--- config.mk ---
export PLATFORM = sky130hd
export DESIGN_NAME = cdb_output_stage
export DESIGN_NICKNAME = d
export VERILOG_FILES = /design/src/rtl/cdb_pkg.sv /design/src/rtl/cdb_dt_if.sv /design/src/rtl/cdb_sync.sv /design/src/rtl/cdb_deadtime.sv /design/src/rtl/cdb_output_stage.sv
export SDC_FILE = /design/constraint.sdc
export NUM_CORES = 1
export LEC_CHECK = 0
export BUFFER_PORTS_ARGS = -buffer_cell sky130_fd_sc_hd__buf_2
export CAP_MARGIN = 20
export CELL_PAD_IN_SITES_DETAIL_PLACEMENT = 1
export CELL_PAD_IN_SITES_GLOBAL_PLACEMENT = 2
export CORE_ASPECT_RATIO = 0.9
export CORE_MARGIN = 4
export CORE_UTILIZATION = 33
export DETAILED_ROUTE_END_ITERATION = 8
export GPL_TIMING_DRIVEN = 1
export PLACE_DENSITY_LB_ADDON = 0.1
export SLEW_MARGIN = 20
export SYNTH_ARGS = -nofsm -noshare
export SYNTH_HDL_FRONTEND = slang
export SYNTH_HIERARCHICAL = 1
export SYNTH_SLANG_ARGS = --single-unit
--- constraint.sdc ---
create_clock -name ref_clk_i -period 0.8 [get_ports ref_clk_i]
set_clock_uncertainty 0.1 [all_clocks]
set_input_delay 0.04 -clock ref_clk_i [delete_from_list [all_inputs] [get_ports ref_clk_i]]
set_output_delay 0.04 -clock ref_clk_i [all_outputs]
set_load 0.02 [all_outputs]
--- src/rtl/cdb_pkg.sv ---
// ***************************************************************
// shared constants of the complementary output stage
// ***************************************************************
package cdb_pkg;
    localparam int NUM_CH = 3;                // complementary channel count
    localparam int DT_W = 8;                  // deadtime field width
    localparam int MODE_W = 3;                // output mode field width
    localparam int LOCK_W = 2;                // protection level field width
    localparam int SYNC_STAGES = 2;           // flops in each synchroniser

    // protection levels, each freezing more than the one before
    localparam logic [LOCK_W-1:0] LOCK_OFF = 2'h0;
    localparam logic [LOCK_W-1:0] LOCK_L1 = 2'h1;   // deadtime, break, idle
    localparam logic [LOCK_W-1:0] LOCK_L2 = 2'h2;   // + polarities, off states
    localparam logic [LOCK_W-1:0] LOCK_L3 = 2'h3;   // + output modes

    localparam logic [DT_W-1:0] DT_ZERO = 8'h00;    // counter idle value
    localparam logic [DT_W-1:0] DT_ONE = 8'h01;     // counter step
    localparam logic [MODE_W-1:0] MODE_RST = 3'h0;  // frozen mode after reset

    typedef logic [MODE_W-1:0] cdb_mode_t;     // one channel's output mode
endpackage

--- src/rtl/cdb_dt_if.sv ---
// ***************************************************************
// request and result of one channel's deadtime generator
// ***************************************************************
interface cdb_dt_if;
    logic want_main;   // main output should be active
    logic want_compl;  // complementary output should be active
    logic act_main;    // main output active after deadtime
    logic act_compl;   // complementary output active after deadtime

    modport core (output want_main, output want_compl, input act_main, input act_compl);
    modport gen (input want_main, input want_compl, output act_main, output act_compl);
endinterface

--- src/rtl/cdb_sync.sv ---
// ***************************************************************
// two flop synchroniser for levels from outside the clock domain
// ***************************************************************
module cdb_sync (
    input wire logic ref_clk_i,
    input wire logic sys_rst_i,
    input wire logic clk_en_i,
    input wire logic async_i,
    output logic sync_o
);
    import cdb_pkg::*;

    logic [SYNC_STAGES-1:0] stage_q;  // stage 0 feeds only stage 1

    // shift chain, frozen with the clock enable
    always_ff @(posedge ref_clk_i) begin
        if (sys_rst_i) begin
            stage_q <= '0;
        end else if (clk_en_i) begin
            stage_q <= {stage_q[SYNC_STAGES-2:0], async_i};
        end
    end

    assign sync_o = stage_q[SYNC_STAGES-1];
endmodule

--- src/rtl/cdb_deadtime.sv ---
// ***************************************************************
// deadtime generator of one channel
// ***************************************************************
module cdb_deadtime (
    input wire logic ref_clk_i,
    input wire logic sys_rst_i,
    input wire logic clk_en_i,
    input wire logic [cdb_pkg::DT_W-1:0] dt_i,
    cdb_dt_if.gen dt_if
);
    import cdb_pkg::*;

    logic [1:0] prev_q;          // last request seen
    logic [DT_W-1:0] cnt_q;      // remaining deadtime cycles
    logic [DT_W-1:0] cnt_d;
    logic changed_w;             // request differs from last cycle
    logic done_w;                // deadtime has run out

    assign changed_w = ({dt_if.want_main, dt_if.want_compl} != prev_q);
    // every request change restarts the count, so short pulses vanish
    assign cnt_d = changed_w ? dt_i : ((cnt_q != DT_ZERO) ? cnt_q - DT_ONE : cnt_q);
    assign done_w = (cnt_d == DT_ZERO);

    // rising edges wait out the count, falling edges pass at once
    assign dt_if.act_main = dt_if.want_main & done_w;
    assign dt_if.act_compl = dt_if.want_compl & done_w;

    // counter and request history
    always_ff @(posedge ref_clk_i) begin
        if (sys_rst_i) begin
            prev_q <= 2'h0;
            cnt_q <= DT_ZERO;
        end else if (clk_en_i) begin
            prev_q <= {dt_if.want_main, dt_if.want_compl};
            cnt_q <= cnt_d;
        end
    end
endmodule

--- src/rtl/cdb_output_stage.sv ---
// Contract
// - each output has its own polarity bit
// - per channel 8-bit deadtime generator from reference
// - main rising edge delayed by deadtime
// - complementary rising edge delayed after reference fall
// - deadtime longer than pulse swallows pulse
// - one deadtime value shared by all channels
// - deadtime when both enables are set, or when master enable is low
// - falling master enable also passes through deadtime
// - single enabled output bypasses deadtime, other inactive
// - lone complementary output follows reference uninverted
// - mode and enables preloaded, copied on commutation
// - commutation from software or trigger rising edge
// - commutation sets flag, interrupt when enabled
// - break off after reset, enable and polarity
// - active break clears master enable asynchronously
// - idle levels once master enable is low
// - break forces inactive first, idle after longer deadtime
// - break sets flag, interrupt when enabled
// - auto re-enable on update event, else software
// - active break blocks master enable and flag clear
// - lock field written once, three freeze levels
module cdb_output_stage (
    input wire logic ref_clk_i,
    input wire logic sys_rst_i,
    input wire logic clk_en_i,
    // reference waveforms from the compare logic, same clock
    input wire logic [cdb_pkg::NUM_CH-1:0] ref_wave_i,
    // configuration, taken on cfg_wr_i unless locked; interrupt enables always taken
    input wire logic cfg_wr_i,
    input wire logic [cdb_pkg::NUM_CH-1:0] main_polarity_i,
    input wire logic [cdb_pkg::NUM_CH-1:0] compl_polarity_i,
    input wire logic [cdb_pkg::NUM_CH-1:0] main_idle_level_i,
    input wire logic [cdb_pkg::NUM_CH-1:0] compl_idle_level_i,
    input wire logic off_state_idle_sel_i,
    input wire logic off_state_run_sel_i,
    input wire logic [cdb_pkg::DT_W-1:0] deadtime_value_i,
    input wire logic break_enable_i,
    input wire logic break_polarity_i,
    input wire logic auto_output_reenable_i,
    input wire logic commutation_irq_en_i,
    input wire logic break_irq_en_i,
    // preload side of the six-step configuration
    input wire cdb_pkg::cdb_mode_t [cdb_pkg::NUM_CH-1:0] output_mode_sel_i,
    input wire logic [cdb_pkg::NUM_CH-1:0] main_out_en_i,
    input wire logic [cdb_pkg::NUM_CH-1:0] compl_out_en_i,
    // write-once protection
    input wire logic lock_wr_i,
    input wire logic [cdb_pkg::LOCK_W-1:0] lock_level_i,
    // master enable writes and events
    input wire logic moe_set_i,
    input wire logic moe_clr_i,
    input wire logic commutation_sw_generate_i,
    input wire logic trigger_input_i,
    input wire logic update_event_i,
    input wire logic break_input_i,
    input wire logic commutation_flag_clr_i,
    input wire logic break_flag_clr_i,
    // pins toward the gate drivers
    output logic [cdb_pkg::NUM_CH-1:0] main_out_o,
    output logic [cdb_pkg::NUM_CH-1:0] main_oe_o,
    output logic [cdb_pkg::NUM_CH-1:0] compl_out_o,
    output logic [cdb_pkg::NUM_CH-1:0] compl_oe_o,
    // active configuration and status
    output cdb_pkg::cdb_mode_t [cdb_pkg::NUM_CH-1:0] output_mode_act_o,
    output logic [cdb_pkg::NUM_CH-1:0] main_out_en_act_o,
    output logic [cdb_pkg::NUM_CH-1:0] compl_out_en_act_o,
    output logic master_output_enable_o,
    output logic commutation_flag_o,
    output logic break_flag_o,
    output logic commutation_irq_o,
    output logic break_irq_o,
    output logic [cdb_pkg::LOCK_W-1:0] lock_level_o
);
    import cdb_pkg::*;

    // ***************************************************************
    // configuration registers
    // ***************************************************************
    logic [NUM_CH-1:0] main_pol_q;       // main polarity, 1 = active low
    logic [NUM_CH-1:0] compl_pol_q;      // complementary polarity
    logic [NUM_CH-1:0] main_idle_q;      // main pin level when idle
    logic [NUM_CH-1:0] compl_idle_q;     // complementary pin level when idle
    logic off_state_idle_sel_q;                        // keep enables high when idle
    logic off_state_run_sel_q;                        // keep enables high when off in run
    logic [DT_W-1:0] dt_q;               // shared deadtime
    logic brk_en_q;                      // break circuit enabled
    logic brk_pol_q;                     // break active level
    logic aoe_q;                         // auto re-enable on update
    logic com_ie_q;                      // commutation interrupt enable
    logic brk_ie_q;                      // break interrupt enable
    logic [LOCK_W-1:0] lock_q;           // protection level
    logic lock_done_q;                   // lock field already written

    // lock decode: which groups are still writable
    logic wr_l1_w;                       // deadtime, break, idle group
    logic wr_l2_w;                       // polarities and off states
    logic wr_l3_w;                       // output mode preloads
    assign wr_l1_w = cfg_wr_i & (lock_q < LOCK_L1);
    assign wr_l2_w = cfg_wr_i & (lock_q < LOCK_L2);
    assign wr_l3_w = lock_q < LOCK_L3;

    // configuration capture; the lock only blocks, it never clears
    always_ff @(posedge ref_clk_i) begin
        if (sys_rst_i) begin
            main_pol_q <= '0;
            compl_pol_q <= '0;
            main_idle_q <= '0;
            compl_idle_q <= '0;
            off_state_idle_sel_q <= 1'b0;
            off_state_run_sel_q <= 1'b0;
            dt_q <= DT_ZERO;
            brk_en_q <= 1'b0;
            brk_pol_q <= 1'b0;
            aoe_q <= 1'b0;
            com_ie_q <= 1'b0;
            brk_ie_q <= 1'b0;
        end else if (clk_en_i) begin
            if (wr_l1_w) begin
                dt_q <= deadtime_value_i;
                brk_en_q <= break_enable_i;
                brk_pol_q <= break_polarity_i;
                aoe_q <= auto_output_reenable_i;
                main_idle_q <= main_idle_level_i;
                compl_idle_q <= compl_idle_level_i;
            end
            if (wr_l2_w) begin
                main_pol_q <= main_polarity_i;
                compl_pol_q <= compl_polarity_i;
                off_state_idle_sel_q <= off_state_idle_sel_i;
                off_state_run_sel_q <= off_state_run_sel_i;
            end
            if (cfg_wr_i) begin
                // interrupt enables are never protected
                com_ie_q <= commutation_irq_en_i;
                brk_ie_q <= break_irq_en_i;
            end
        end
    end

    // write-once lock field
    always_ff @(posedge ref_clk_i) begin
        if (sys_rst_i) begin
            lock_q <= LOCK_OFF;
            lock_done_q <= 1'b0;
        end else if (clk_en_i && lock_wr_i && !lock_done_q) begin
            lock_q <= lock_level_i;
            lock_done_q <= 1'b1;
        end
    end

    // ***************************************************************
    // commutation
    // ***************************************************************
    logic trig_s;            // synchronised trigger level
    logic trig_prev_q;       // trigger level one cycle back
    logic com_evt_w;         // commutation this cycle
    logic com_flag_q;
    logic com_irq_q;
    cdb_mode_t [NUM_CH-1:0] mode_act_q;
    logic [NUM_CH-1:0] men_act_q;    // active main enables
    logic [NUM_CH-1:0] cen_act_q;    // active complementary enables

    cdb_sync u_trig_sync (
        .ref_clk_i(ref_clk_i),
        .sys_rst_i(sys_rst_i),
        .clk_en_i(clk_en_i),
        .async_i(trigger_input_i),
        .sync_o(trig_s)
    );

    // software strobe or rising trigger edge
    assign com_evt_w = commutation_sw_generate_i | (trig_s & ~trig_prev_q);

    // preload transfer, flag and interrupt; a set beats a clear
    always_ff @(posedge ref_clk_i) begin
        if (sys_rst_i) begin
            trig_prev_q <= 1'b0;
            mode_act_q <= '{default: MODE_RST};
            men_act_q <= '0;
            cen_act_q <= '0;
            com_flag_q <= 1'b0;
            com_irq_q <= 1'b0;
        end else if (clk_en_i) begin
            trig_prev_q <= trig_s;
            if (com_evt_w) begin
                // all channels switch together
                men_act_q <= main_out_en_i;
                cen_act_q <= compl_out_en_i;
                if (wr_l3_w) begin
                    mode_act_q <= output_mode_sel_i;
                end
            end
            com_flag_q <= com_evt_w | (com_flag_q & ~commutation_flag_clr_i);
            com_irq_q <= com_ie_q & (com_evt_w | (com_flag_q & ~commutation_flag_clr_i));
        end
    end

    // ***************************************************************
    // break and master output enable
    // ***************************************************************
    logic brk_async_w;       // raw break level, acts without a clock
    logic brk_pin_s;         // synchronised break pin
    logic brk_lvl_w;         // synchronised break active
    logic moe_q;             // master enable control bit
    logic moe_eff;           // resynchronised copy steering the outputs
    logic brk_flag_q;
    logic brk_irq_q;
    logic moe_set_ok_w;

    // the pin is used raw here on purpose: the clear must work with no clock
    assign brk_async_w = brk_en_q & (break_input_i == brk_pol_q);
    assign brk_lvl_w = brk_en_q & (brk_pin_s == brk_pol_q);
    // software write or update event with auto re-enable
    assign moe_set_ok_w = moe_set_i | (aoe_q & update_event_i);
    // force only until the resynced enable falls, then idle levels run via deadtime
    logic brk_force_w;
    assign brk_force_w = brk_async_w & moe_eff;

    cdb_sync u_brk_sync (
        .ref_clk_i(ref_clk_i),
        .sys_rst_i(sys_rst_i),
        .clk_en_i(clk_en_i),
        .async_i(break_input_i),
        .sync_o(brk_pin_s)
    );

    // master enable: async clear by break, cleared at reset
    always_ff @(posedge ref_clk_i or posedge brk_async_w) begin
        if (brk_async_w) begin
            moe_q <= 1'b0;
        end else if (sys_rst_i) begin
            moe_q <= 1'b0;
        end else if (clk_en_i) begin
            if (brk_lvl_w) begin
                moe_q <= 1'b0;
            end else if (moe_set_ok_w) begin
                moe_q <= 1'b1;
            end else if (moe_clr_i) begin
                moe_q <= 1'b0;
            end
        end
    end

    // resync adds the extra cycles to the idle deadtime after a break
    cdb_sync u_moe_sync (
        .ref_clk_i(ref_clk_i),
        .sys_rst_i(sys_rst_i),
        .clk_en_i(clk_en_i),
        .async_i(moe_q),
        .sync_o(moe_eff)
    );

    // break flag stays set while the break level holds
    always_ff @(posedge ref_clk_i) begin
        if (sys_rst_i) begin
            brk_flag_q <= 1'b0;
            brk_irq_q <= 1'b0;
        end else if (clk_en_i) begin
            brk_flag_q <= brk_lvl_w | (brk_flag_q & ~break_flag_clr_i);
            brk_irq_q <= brk_ie_q & (brk_lvl_w | (brk_flag_q & ~break_flag_clr_i));
        end
    end

    // ***************************************************************
    // per channel output selection
    // ***************************************************************
    logic [NUM_CH-1:0] main_act_q;   // main output active, before polarity
    logic [NUM_CH-1:0] compl_act_q;  // complementary active, before polarity
    logic [NUM_CH-1:0] main_oe_q;
    logic [NUM_CH-1:0] compl_oe_q;

    genvar ch;
    generate
        for (ch = 0; ch < NUM_CH; ch++) begin : g_ch
            cdb_dt_if dt_if ();
            logic both_w;        // both outputs enabled
            logic use_dt_w;      // path goes through the deadtime
            logic idle_m_w;      // idle main level as an active state
            logic idle_c_w;      // idle complementary level as active state
            logic main_d;
            logic compl_d;
            logic main_oe_d;
            logic compl_oe_d;

            assign both_w = men_act_q[ch] & cen_act_q[ch];
            assign use_dt_w = ~moe_eff | both_w;
            assign idle_m_w = main_idle_q[ch] ^ main_pol_q[ch];
            // never both active, even when idle levels ask for it
            assign idle_c_w = (compl_idle_q[ch] ^ compl_pol_q[ch]) & ~idle_m_w;

            // run: complementary pair; idle: programmed levels
            assign dt_if.want_main = moe_eff ? ref_wave_i[ch] : idle_m_w;
            assign dt_if.want_compl = moe_eff ? ~ref_wave_i[ch] : idle_c_w;

            // single output redirect bypasses the generator
            assign main_d = use_dt_w ? dt_if.act_main : (men_act_q[ch] & ref_wave_i[ch]);
            assign compl_d = use_dt_w ? dt_if.act_compl
                                      : (cen_act_q[ch] & ref_wave_i[ch]);

            // enables: in run on when enabled, else by off-state selection
            assign main_oe_d = moe_eff ? (men_act_q[ch] | off_state_run_sel_q) : off_state_idle_sel_q;
            assign compl_oe_d = moe_eff ? (cen_act_q[ch] | off_state_run_sel_q) : off_state_idle_sel_q;

            cdb_deadtime u_dt (
                .ref_clk_i(ref_clk_i),
                .sys_rst_i(sys_rst_i),
                .clk_en_i(clk_en_i),
                .dt_i(dt_q),
                .dt_if(dt_if)
            );

            // active states, forced inactive at once by a break
            always_ff @(posedge ref_clk_i or posedge brk_force_w) begin
                if (brk_force_w) begin
                    main_act_q[ch] <= 1'b0;
                    compl_act_q[ch] <= 1'b0;
                end else if (sys_rst_i) begin
                    main_act_q[ch] <= 1'b0;
                    compl_act_q[ch] <= 1'b0;
                end else if (clk_en_i) begin
                    main_act_q[ch] <= main_d;
                    compl_act_q[ch] <= compl_d;
                end
            end

            // enables follow one cycle later, no async path needed
            always_ff @(posedge ref_clk_i) begin
                if (sys_rst_i) begin
                    main_oe_q[ch] <= 1'b0;
                    compl_oe_q[ch] <= 1'b0;
                end else if (clk_en_i) begin
                    main_oe_q[ch] <= main_oe_d;
                    compl_oe_q[ch] <= compl_oe_d;
                end
            end
        end
    endgenerate

    // ***************************************************************
    // outputs
    // ***************************************************************
    // polarity is a quasi-static register, so the xor cannot glitch
    assign main_out_o = main_act_q ^ main_pol_q;
    assign compl_out_o = compl_act_q ^ compl_pol_q;
    assign main_oe_o = main_oe_q;
    assign compl_oe_o = compl_oe_q;
    assign output_mode_act_o = mode_act_q;
    assign main_out_en_act_o = men_act_q;
    assign compl_out_en_act_o = cen_act_q;
    // readback lags the control bit by the resync stages
    assign master_output_enable_o = moe_eff;
    assign commutation_flag_o = com_flag_q;
    assign break_flag_o = brk_flag_q;
    assign commutation_irq_o = com_irq_q;
    assign break_irq_o = brk_irq_q;
    assign lock_level_o = lock_q;
endmodule

After elaboration in Yosys (flattened, before gate mapping):

Cells that the tools add are included.

* logic and storage cells: 175
* output and inout port bits: 34
* input bits: 60
* register bits: 99

* reduce and logical (&&, ||, !) cells: 17
* mux-type cells: 41
* $add $sub $neg: 3
* bitwise logic cells: 60
* equality and inequality tests: 5
* order comparisons: 3

Operators with widths (number)
* 8-bit two-way mux: 6
* 1-bit two-way mux: 35
* 1-bit bitwise AND: 29
* 8-bit zero test: 3
* 8-bit nonzero test: 3
* 8-bit by 1-bit subtractor with 8-bit output, second input constant: 3
* 1-bit bitwise OR: 13
* 1-bit inverter: 10
* 2-bit AND reduction: 5
* 2-bit inequality test: 3
* 1-bit XOR: 6
* 3-bit XOR: 2
* 2-bit less-than comparator, second input constant: 2
* 4-bit nonzero test: 1
* 3-bit AND reduction: 1
* 1-bit equality test: 2
* 1-bit logical AND: 2
* 2-bit by 1-bit less-than comparator with 1-bit output, second input constant: 1
* 2-bit nonzero test: 1
* 1-bit zero test: 1

Longest topological paths before layout:

Gate-level depths: netlist of run 1.

* depth after elaboration: 11
* depth in mapped cells: 13

Hierarchy:

Netlist of run 1, hierarchy kept.

Modules (own cells, without submodules)
* cdb_output_stage: cells an instance 307, instances 1, seq. area each 1296.2 um^2, area an instance 2631.3 um^2
* cdb_deadtime: cells an instance 97, instances 3, seq. area each 200.2 um^2, area an instance 775.7 um^2
* cdb_sync: cells an instance 6, instances 3, seq. area each 40.0 um^2, area an instance 67.6 um^2

Worst setup path after synthesis of run 1:

Ideal clock, no wire load.

* path type: register to register
* from: register u_moe_sync.stage_q[1]
* to: register main_act_q[2]
* path slack: -2.118 ns
* stages on the path, launching flop included: 12
* buffers on the path: 1
* arrival time: 2.719 ns
* required time: 0.601 ns
* path through: dfxtp_1 buf_2 inv_1 a21boi_0 a21oi_1 xor2_1 nor2_1 a31oi_1 nand4bb_1 nor3_1 nand2_1 a311oi_1

* cells in the longest elaborated chain, start to end: 8
* elaborated cells between the ends (all ways): 11
* classes of those cells: eq/ne (1); mux (6); bitwise (3); reduce/logical (1)

Ends and longest elaborated chain
* from (decl): line cdb_sync.sv:13 `logic [SYNC_STAGES-1:0] stage_q;`
* from (signal assigned): line cdb_sync.sv:20 `stage_q <= {stage_q[SYNC_STAGES-2:0], async_i};`
* 1-bit two-way mux (*): line cdb_output_stage.sv:293 `assign dt_if.want_main = moe_eff ? ref_wave_i[ch] : idle_m_w;`
* net g_ch[2].dt_if.want_main: line cdb_dt_if.sv:5 `logic want_main;`
* 2-bit inequality test: line cdb_deadtime.sv:19 `assign changed_w = ({dt_if.want_main, dt_if.want_compl} != prev_q);`
* 8-bit two-way mux: line cdb_deadtime.sv:21 `assign cnt_d = changed_w ? dt_i : ((cnt_q != DT_ZERO) ? cnt_q - DT_ONE : cnt_q);`
* 8-bit zero test: line cdb_deadtime.sv:22 `assign done_w = (cnt_d == DT_ZERO);`
* 1-bit bitwise AND (*): line cdb_deadtime.sv:25 `assign dt_if.act_main = dt_if.want_main & done_w;`
* net g_ch[2].dt_if.act_main: line cdb_dt_if.sv:7 `logic act_main;`
* 1-bit two-way mux (*): line cdb_output_stage.sv:297 `assign main_d = use_dt_w ? dt_if.act_main : (men_act_q[ch] & ref_wave_i[ch]);`
* 1-bit two-way mux (*): line cdb_output_stage.sv:321 `end else if (clk_en_i) begin`
* 1-bit two-way mux (*): line cdb_output_stage.sv:318 `end else if (sys_rst_i) begin`
* to (signal, indexed assignment): line cdb_output_stage.sv:322 `main_act_q[ch] <= main_d;`
* to (decl): line cdb_output_stage.sv:268 `logic [NUM_CH-1:0] main_act_q;`

Mark *: on every way through the listed nets, which the timed path passes. The rest lies on a longest branch. The select of a mux whose other input is x is not followed.
A chain may end at the register's enable or synchronous reset.

Final worst setup path of run 1:

* from: register g_ch[0].u_dt.cnt_q[1]
* to: register compl_act_q[0]

* cells in the longest elaborated chain, start to end: 8
* elaborated cells between the ends (all ways): 9
* classes of those cells: add/sub (1); mux (5); bitwise (1); reduce/logical (2)

Ends and longest elaborated chain
* from (decl): line cdb_deadtime.sv:14 `logic [DT_W-1:0] cnt_q;`
* from (signal assigned): line cdb_deadtime.sv:35 `cnt_q <= cnt_d;`
* 8-bit by 1-bit subtractor with 8-bit output / 8-bit nonzero test (equally long branches): line cdb_deadtime.sv:21
* 8-bit two-way mux (*) (2 in series): line cdb_deadtime.sv:21
* 8-bit zero test (*): line cdb_deadtime.sv:22
* 1-bit bitwise AND (*): line cdb_deadtime.sv:26 `assign dt_if.act_compl = dt_if.want_compl & done_w;`
* net g_ch[0].dt_if.act_compl: line cdb_dt_if.sv:8 `logic act_compl;`
* 1-bit two-way mux (*): line cdb_output_stage.sv:298 `assign compl_d = use_dt_w ? dt_if.act_compl`
* 1-bit two-way mux (*): line cdb_output_stage.sv:321
* 1-bit two-way mux (*): line cdb_output_stage.sv:318
* to (signal, indexed assignment): line cdb_output_stage.sv:323 `compl_act_q[ch] <= compl_d;`
* to (decl): line cdb_output_stage.sv:269 `logic [NUM_CH-1:0] compl_act_q;`

Marked as above.

==> flow_summary.ini, run 1 <==
[status]
outcome = complete, but fails checks
violations = negative hold slack, negative setup slack

[power_and_ir_drop]
p_int_mw = 12.9
ir_drop_mv = 1.29
p_clk_share_pct = 21.8
seq_power_share_pct = 28.2
leakage_nw = 4.24
comb_power_share_pct = 50.0
power_mw = 20.4
swShare_pct = 36.7
power_switching_mw = 7.47
powerDensity_nw_per_um2 = 2010

[timing]
setup_slack_ns = -1.83
clock.fmax_mhz = 381
holdWs_ns = -0.0335
final-setup-viol-count = 134
drv_slew = 0
slew-limit-headroom_pct = 67.4
worst_pin_slew_ns = 0.488
hold_viol_final = 2
post-route-period-util_pct = 328
period_needed_ns = 2.63
setup-tns-final_ns = -88.95
rsz0062_at_grt = yes

[global_routing]
track_usage_pct = 25.9
grt_first_pass_wirelength_um = 36600
grt-ovfl-total = 0
grt_max_degree = 26
antenna_found_initial = 0
first_global_vias = 6670

[clock_network]
cts_hold_buf = 48
cts_buffers = 9
cts_root_buf = clkbuf_16
worstSkewPairLatency_ns = 0.36
htreeDepth = 3
clock_path_buffers = 2
cts.clk_slew.worst_paths_ns = 0.07
cts_tree = yes
cts.sinks = 99

[layout]
syn2layout_area_growth_pct = 96.2
n_antenna_cell = 0
drive_gt1_share_pct = 60.0
nets = 1012
fin_cells = 1152
final_core_util_pct = 65.8
fill_cells = 1686
design_area_um2 = 10100

[critical_path]
cpMaxStageDelayCell = or4b_4
cp_max_fo = 2
cp-start-kind = register
worst_ep_arrival_time_ns = 2.76
slowest_delay_ns = 0.46
crit_type = reg2reg
cp_data_required_time_ns = 0.94
path_cells = inv_2, ha_4, or4b_4, or4_4, a31oi_4, nand4bb_4, nor3_2, nand2_1, o21ai_1, a221oi_1, nor3_1
end_kind = register

[logic_synthesis]
netlist_top_cells_count = dfxtp_1 (92), nand2_1 (77), nor2_1 (73)
yosysMostFrequentCell = dfxtp_1
yosys_warnings = 6
synth.ff_latch_count = 99
async_reset_ff_share_pct = 7.07
avgSynthCellArea_um2 = 8.38
yosysUniqueCellTypes = 50
synth_top_area_share_pct = 35.7
synth_area_leaders = dfxtp_1 (36%), mux2i_1 (7.8%), a21oi_1 (5.7%)
synth_edf_count = 0
synth_cells = 616
post-synth-top-area-cell = dfxtp_1
synth_flop_cell = dfxtp_1
seq_area_frac_synth_pct = 39.1
synth_area_um2 = 5160
synth_nets = 682

[drt]
drc_errors = 0
dr.pass1.iters = 5
routed_via_density = 5.48
vias = 6309
ant_nets = 0
finalWirelength_um = 26800
wire_per_inst_um = 23.3
drtIter0Drc = 302

[placed_design]
dp.cells = 1040
place_area_um2 = 7380
io_buffer_count = 93
preCtsSetupSlack_ns = -1.82
dp_hpwl_um = 14700
place.gp.congestion = 0.868

[floorplan]
io-pin-count = 94
start_util_pct = 33.5
dieArea_um2 = 17700
fp.dieH_um = 127
core_area_um2 = 15400
die_x_um = 140
rows = 43

[hold_path]
hp-class = in2reg

[job]
maxCapViolCount = 0
## per-layer routing
| metal | global-route usage [%] | wire length [µm] | vias to the layer above |
|---|---|---|---|
| met3 | 4.86 | 834 | 51 |
| met1 | 30.8 | 10700 | 3227 |
| li1 | - | - | 2884 |
| met2 | 47.9 | 14600 | 147 |
| met4 | 6.38 | 690 | 0 |
| met5 | 0 | 0 | - |
## logic make-up (layout without fill, tap and decap cells)
family,Yosys count,after routing,synth area share (%)
compound gates,165,165,20.0
xor+xnor,29,29,4.92
flops,99,99,39.1
buf+inv,45,377,4.29
mux,40,40,7.76
simple gates,232,234,22.5
fa+ha+maj,6,6,1.45
## registers in the layout, indices dropped and copies added, names as in the netlist, 6 cells and up
name	count
g_ch.u_dt/prev_q	6
dt_q	8
output_mode_act_o	9
g_ch.u_dt/cnt_q	24
## layout make-up
cell class	count	area [µm²]	area share (%)
Sequential cell	99	2100	20.7
Multi-Input combinational cell	474	4320	42.7
Clock inverter	4	33.8	0.334
Inverter	13	61.3	0.605
Clock buffer	11	253	2.50
Timing Repair Buffer	349	3110	30.7
Tap cell	202	253	2.50
## worst paths after layout
path                       cells past startpoint        endpoint             startpoint  slack (ns)
min                                            3   main_act_q[2]          ref_wave_i[2]       -0.03
max reg2reg                                   11  compl_act_q[0]  g_ch[0].u_dt/cnt_q[1]       -1.83
max                                           11  compl_act_q[0]  g_ch[0].u_dt/cnt_q[1]       -1.83
min reg2reg                                    2           moe_q               brk_en_q        0.10
min in group asynchronous                      2           moe_q               brk_en_q        0.10
max in group asynchronous                      5  compl_act_q[2]  u_moe_sync/stage_q[1]       -0.13
## worst max-delay path, delay by kind of cell (launching register included)
kind / cells / cell delay, ns
simple gates: 6 / 1.34
buf+inv: 1 / 0.07
fa+ha+maj: 1 / 0.13
flops: 1 / 0.33
compound gates: 3 / 0.54
## power groups by stage
stage	Sequential, mW	Combinational (mW)	Clock, mW
final	5.74	10.2	4.44
after global routing	5.78	10.8	4.70
after CTS	5.69	8.44	4.46
after detailed placement	5.75	6.65	0
after global placement	5.72	6.51	0
after floorplan	5.82	3.58	0
## cells in the final DEF (no fill, tap or decap), types with 7 or more instances in the layout
master and count:
xor2_4 9, or4_4 9, a21oi_1 24, nand2_1 44, buf_6 90, mux2i_1 33
a21oi_2 32, a31oi_4 11, clkbuf_16 11, buf_12 9, buf_4 140, o211ai_1 14
buf_2 57, dfxtp_1 45, o21ai_0 9, nor2_1 69, nand2_2 12, mux2i_2 7
dfxtp_2 38, dlygate4sd3_1 48, dfxtp_4 9, o21ai_1 17, a22oi_2 8, nand2_4 21
a211oi_2 11, nor3_1 11
## repair_timing
item / CTS / global route
buffers inserted: 35 / 34
pin swaps: 53 / 91
gates cloned: 3 / 2
setup endpoints to repair: 126 / 134
endpoints found under the hold margin: 59 / 2
gates resized for setup: 233 / 160
Power figures use the tool's default switching activity.
==> inputs of run 2 (changes only) <==
Settings changed: CORE_MARGIN 4 to not set, PLACE_DENSITY set to 0.85, PLACE_DENSITY_LB_ADDON 0.1 to not set.
==> flow_summary.ini, run 2 (synthesized netlist as in run 1, its figures left out) <==
[power_and_ir_drop]
ir_drop_mv = 1.86
powerDensity_nw_per_um2 = 2190
seq_power_share_pct = 25.0
swShare_pct = 41.7
comb_power_share_pct = 54.4
p_int_mw = 13.7
power_switching_mw = 9.77
leakage_nw = 4.52
p_clk_share_pct = 20.6

[floorplan]
rows = 42
dieArea_um2 = 16100
core_area_um2 = 15000
fp.dieH_um = 121
die_x_um = 134
io-pin-count = 94
start_util_pct = 34.5

[critical_path]
crit_path_start = main_idle_q[2]
ff2ff_path_depth = 10
cp_max_fo = 4
rrSetupSlack_ns = -2.34
cp-start-kind = register
crit_type = reg2reg
r2r_end = compl_act_q[2]
cp_data_required_time_ns = 0.99
end_kind = register
worst_ep_arrival_time_ns = 3.33
critPathCapture = compl_act_q[2]
r2r_start = main_idle_q[2]

[clock_network]
worstSkewPairLatency_ns = 0.40
clock_path_buffers = 2
cts.clk_slew.worst_paths_ns = 0.10
htreeDepth = 3
cts_tree = yes
cts_buffers = 9
cts_hold_buf = 50
cts_root_buf = clkbuf_16
cts.sinks = 99

[layout]
multi_input_area_um2 = 4520
layout_common_cells = buf_4 (148), buf_6 (106), nor2_1 (68)
regMostFlops = g_ch.u_dt/cnt_q
largest_register_ffs = 24
final_common_cell = buf_4
final_core_util_pct = 71.4
fill_cells = 1554
register_area_um2 = 2100
drive_gt1_share_pct = 63.8
fin_cells = 1182
nets = 1043
syn2layout_area_growth_pct = 107

[drt]
finalWirelength_um = 42000
vias = 7711
drc_errors = 0
routed_via_density = 6.52
ant_nets = 0
dr.pass1.iters = 6
wire_per_inst_um = 35.6
drtIter0Drc = 736

[global_routing]
grt_first_pass_wirelength_um = 44200
grt_max_degree = 43
first_global_vias = 7394
grt-ovfl-total = 0
track_usage_pct = 36.8
antenna_found_initial = 1

[status]
violations = negative hold slack, negative setup slack
outcome = complete, but fails checks

[timing]
setup-tns-final_ns = -103.65
final-setup-viol-count = 133
post-route-period-util_pct = 392
rsz0062_at_grt = yes
hold_viol_final = 9
slew-limit-headroom_pct = 58.8
period_needed_ns = 3.14
drv_slew = 0
holdWs_ns = -0.269
clock.fmax_mhz = 319
setup_slack_ns = -2.34
worst_pin_slew_ns = 0.613

[job]
maxCapViolCount = 0

[placed_design]
preCtsSetupSlack_ns = -1.87
place.gp.congestion = 0.816
dp_hpwl_um = 14300
io_buffer_count = 93
dp.cells = 1028

[hold_path]
hp-class = in2async
-- run 2: changes by cell type in the layout (fill, tap and decap cells not counted), moves of 4 or more --
| cell | change |
|---|---|
| buf_12 | +7 |
| buf_4 | +8 |
| o21ai_1 | -6 |
| nor3_4 | +4 |
| nand2_2 | +7 |
| nand2_1 | -9 |
| buf_6 | +16 |
-- run 2: what timing repair did --
item | 4_1_cts | 5_1_grt
endpoints found under the setup margin | 126 | 135
cloned | 4 | 2
pin swaps | 102 | 81
endpoints found under the hold margin | 59 | 10
setup buffers | 49 | 50
gates resized for setup | 315 | 148
-- run 2: metal layers --
metal  global-route usage [%]  vias to the layer above  share of wire (%)  routed length [µm]
met4                     21.2                        2                 10                4340
met2                     65.4                      714                 44               18600
met1                     40.4                     3727                 35               14600
met3                     7.84                      342                 11                4490
met5                        0                        -              0.021                   9
li1                         -                     2926                  -                   -
-- run 2: how the worst min path moves through the flow --
| stage | start | end | slack [ns] | cells past startpoint |
|---|---|---|---|---|
| floorplan | break_input_i | moe_q | -0.25 | 2 |
| global placement | break_input_i | moe_q | -0.1 | 3 |
| detailed placement | break_input_i | moe_q | -0.09 | 3 |
| CTS | ref_wave_i[2] | compl_act_q[2] | -0.1 | 3 |
| global route | break_input_i | moe_q | -0.28 | 3 |
| finish | break_input_i | moe_q | -0.27 | 3 |
-- run 2: power by group through the flow --
stage / clock (mW) / sequential, mW / combinational (mW)
after floorplan: 0 / 5.82 / 3.58
after global placement: 0 / 5.72 / 6.58
after detailed placement: 0 / 5.74 / 6.75
after CTS: 4.55 / 5.70 / 9.58
after global routing: 4.98 / 5.87 / 12.9
final: 4.84 / 5.86 / 12.7
-- run 2: per-stage QoR --
stage	total power [mW]	instance area (µm²)
finish	23.4	10700
global route	23.8	10700
CTS	19.8	9790
detailed placement	12.5	7350
global placement	12.3	7350
floorplan	9.40	5600
-- run 2: cell type report --
| type | instances | share of cell area, % |
|---|---|---|
| Multi-Input combinational cell | 474 | 42.3 |
| Timing Repair Buffer | 380 | 32.4 |
| Sequential cell | 99 | 19.7 |
| Tap cell | 198 | 2.32 |
| Clock buffer | 10 | 2.23 |
| Inverter | 13 | 0.620 |
| Clock inverter | 6 | 0.503 |
| Antenna cell | 2 | 0.0468 |
-- run 2: critical path: stages (launching register included) --
cell       delay (ns)
dfxtp_1          0.53
xnor2_2          0.21
a21boi_4         0.14
a21oi_4          0.30
xor2_4           0.16
o21ai_0          0.44
o31a_1           0.36
nand4bb_4        0.19
nor3_4           0.15
nand2_2          0.11
a311oi_2         0.33
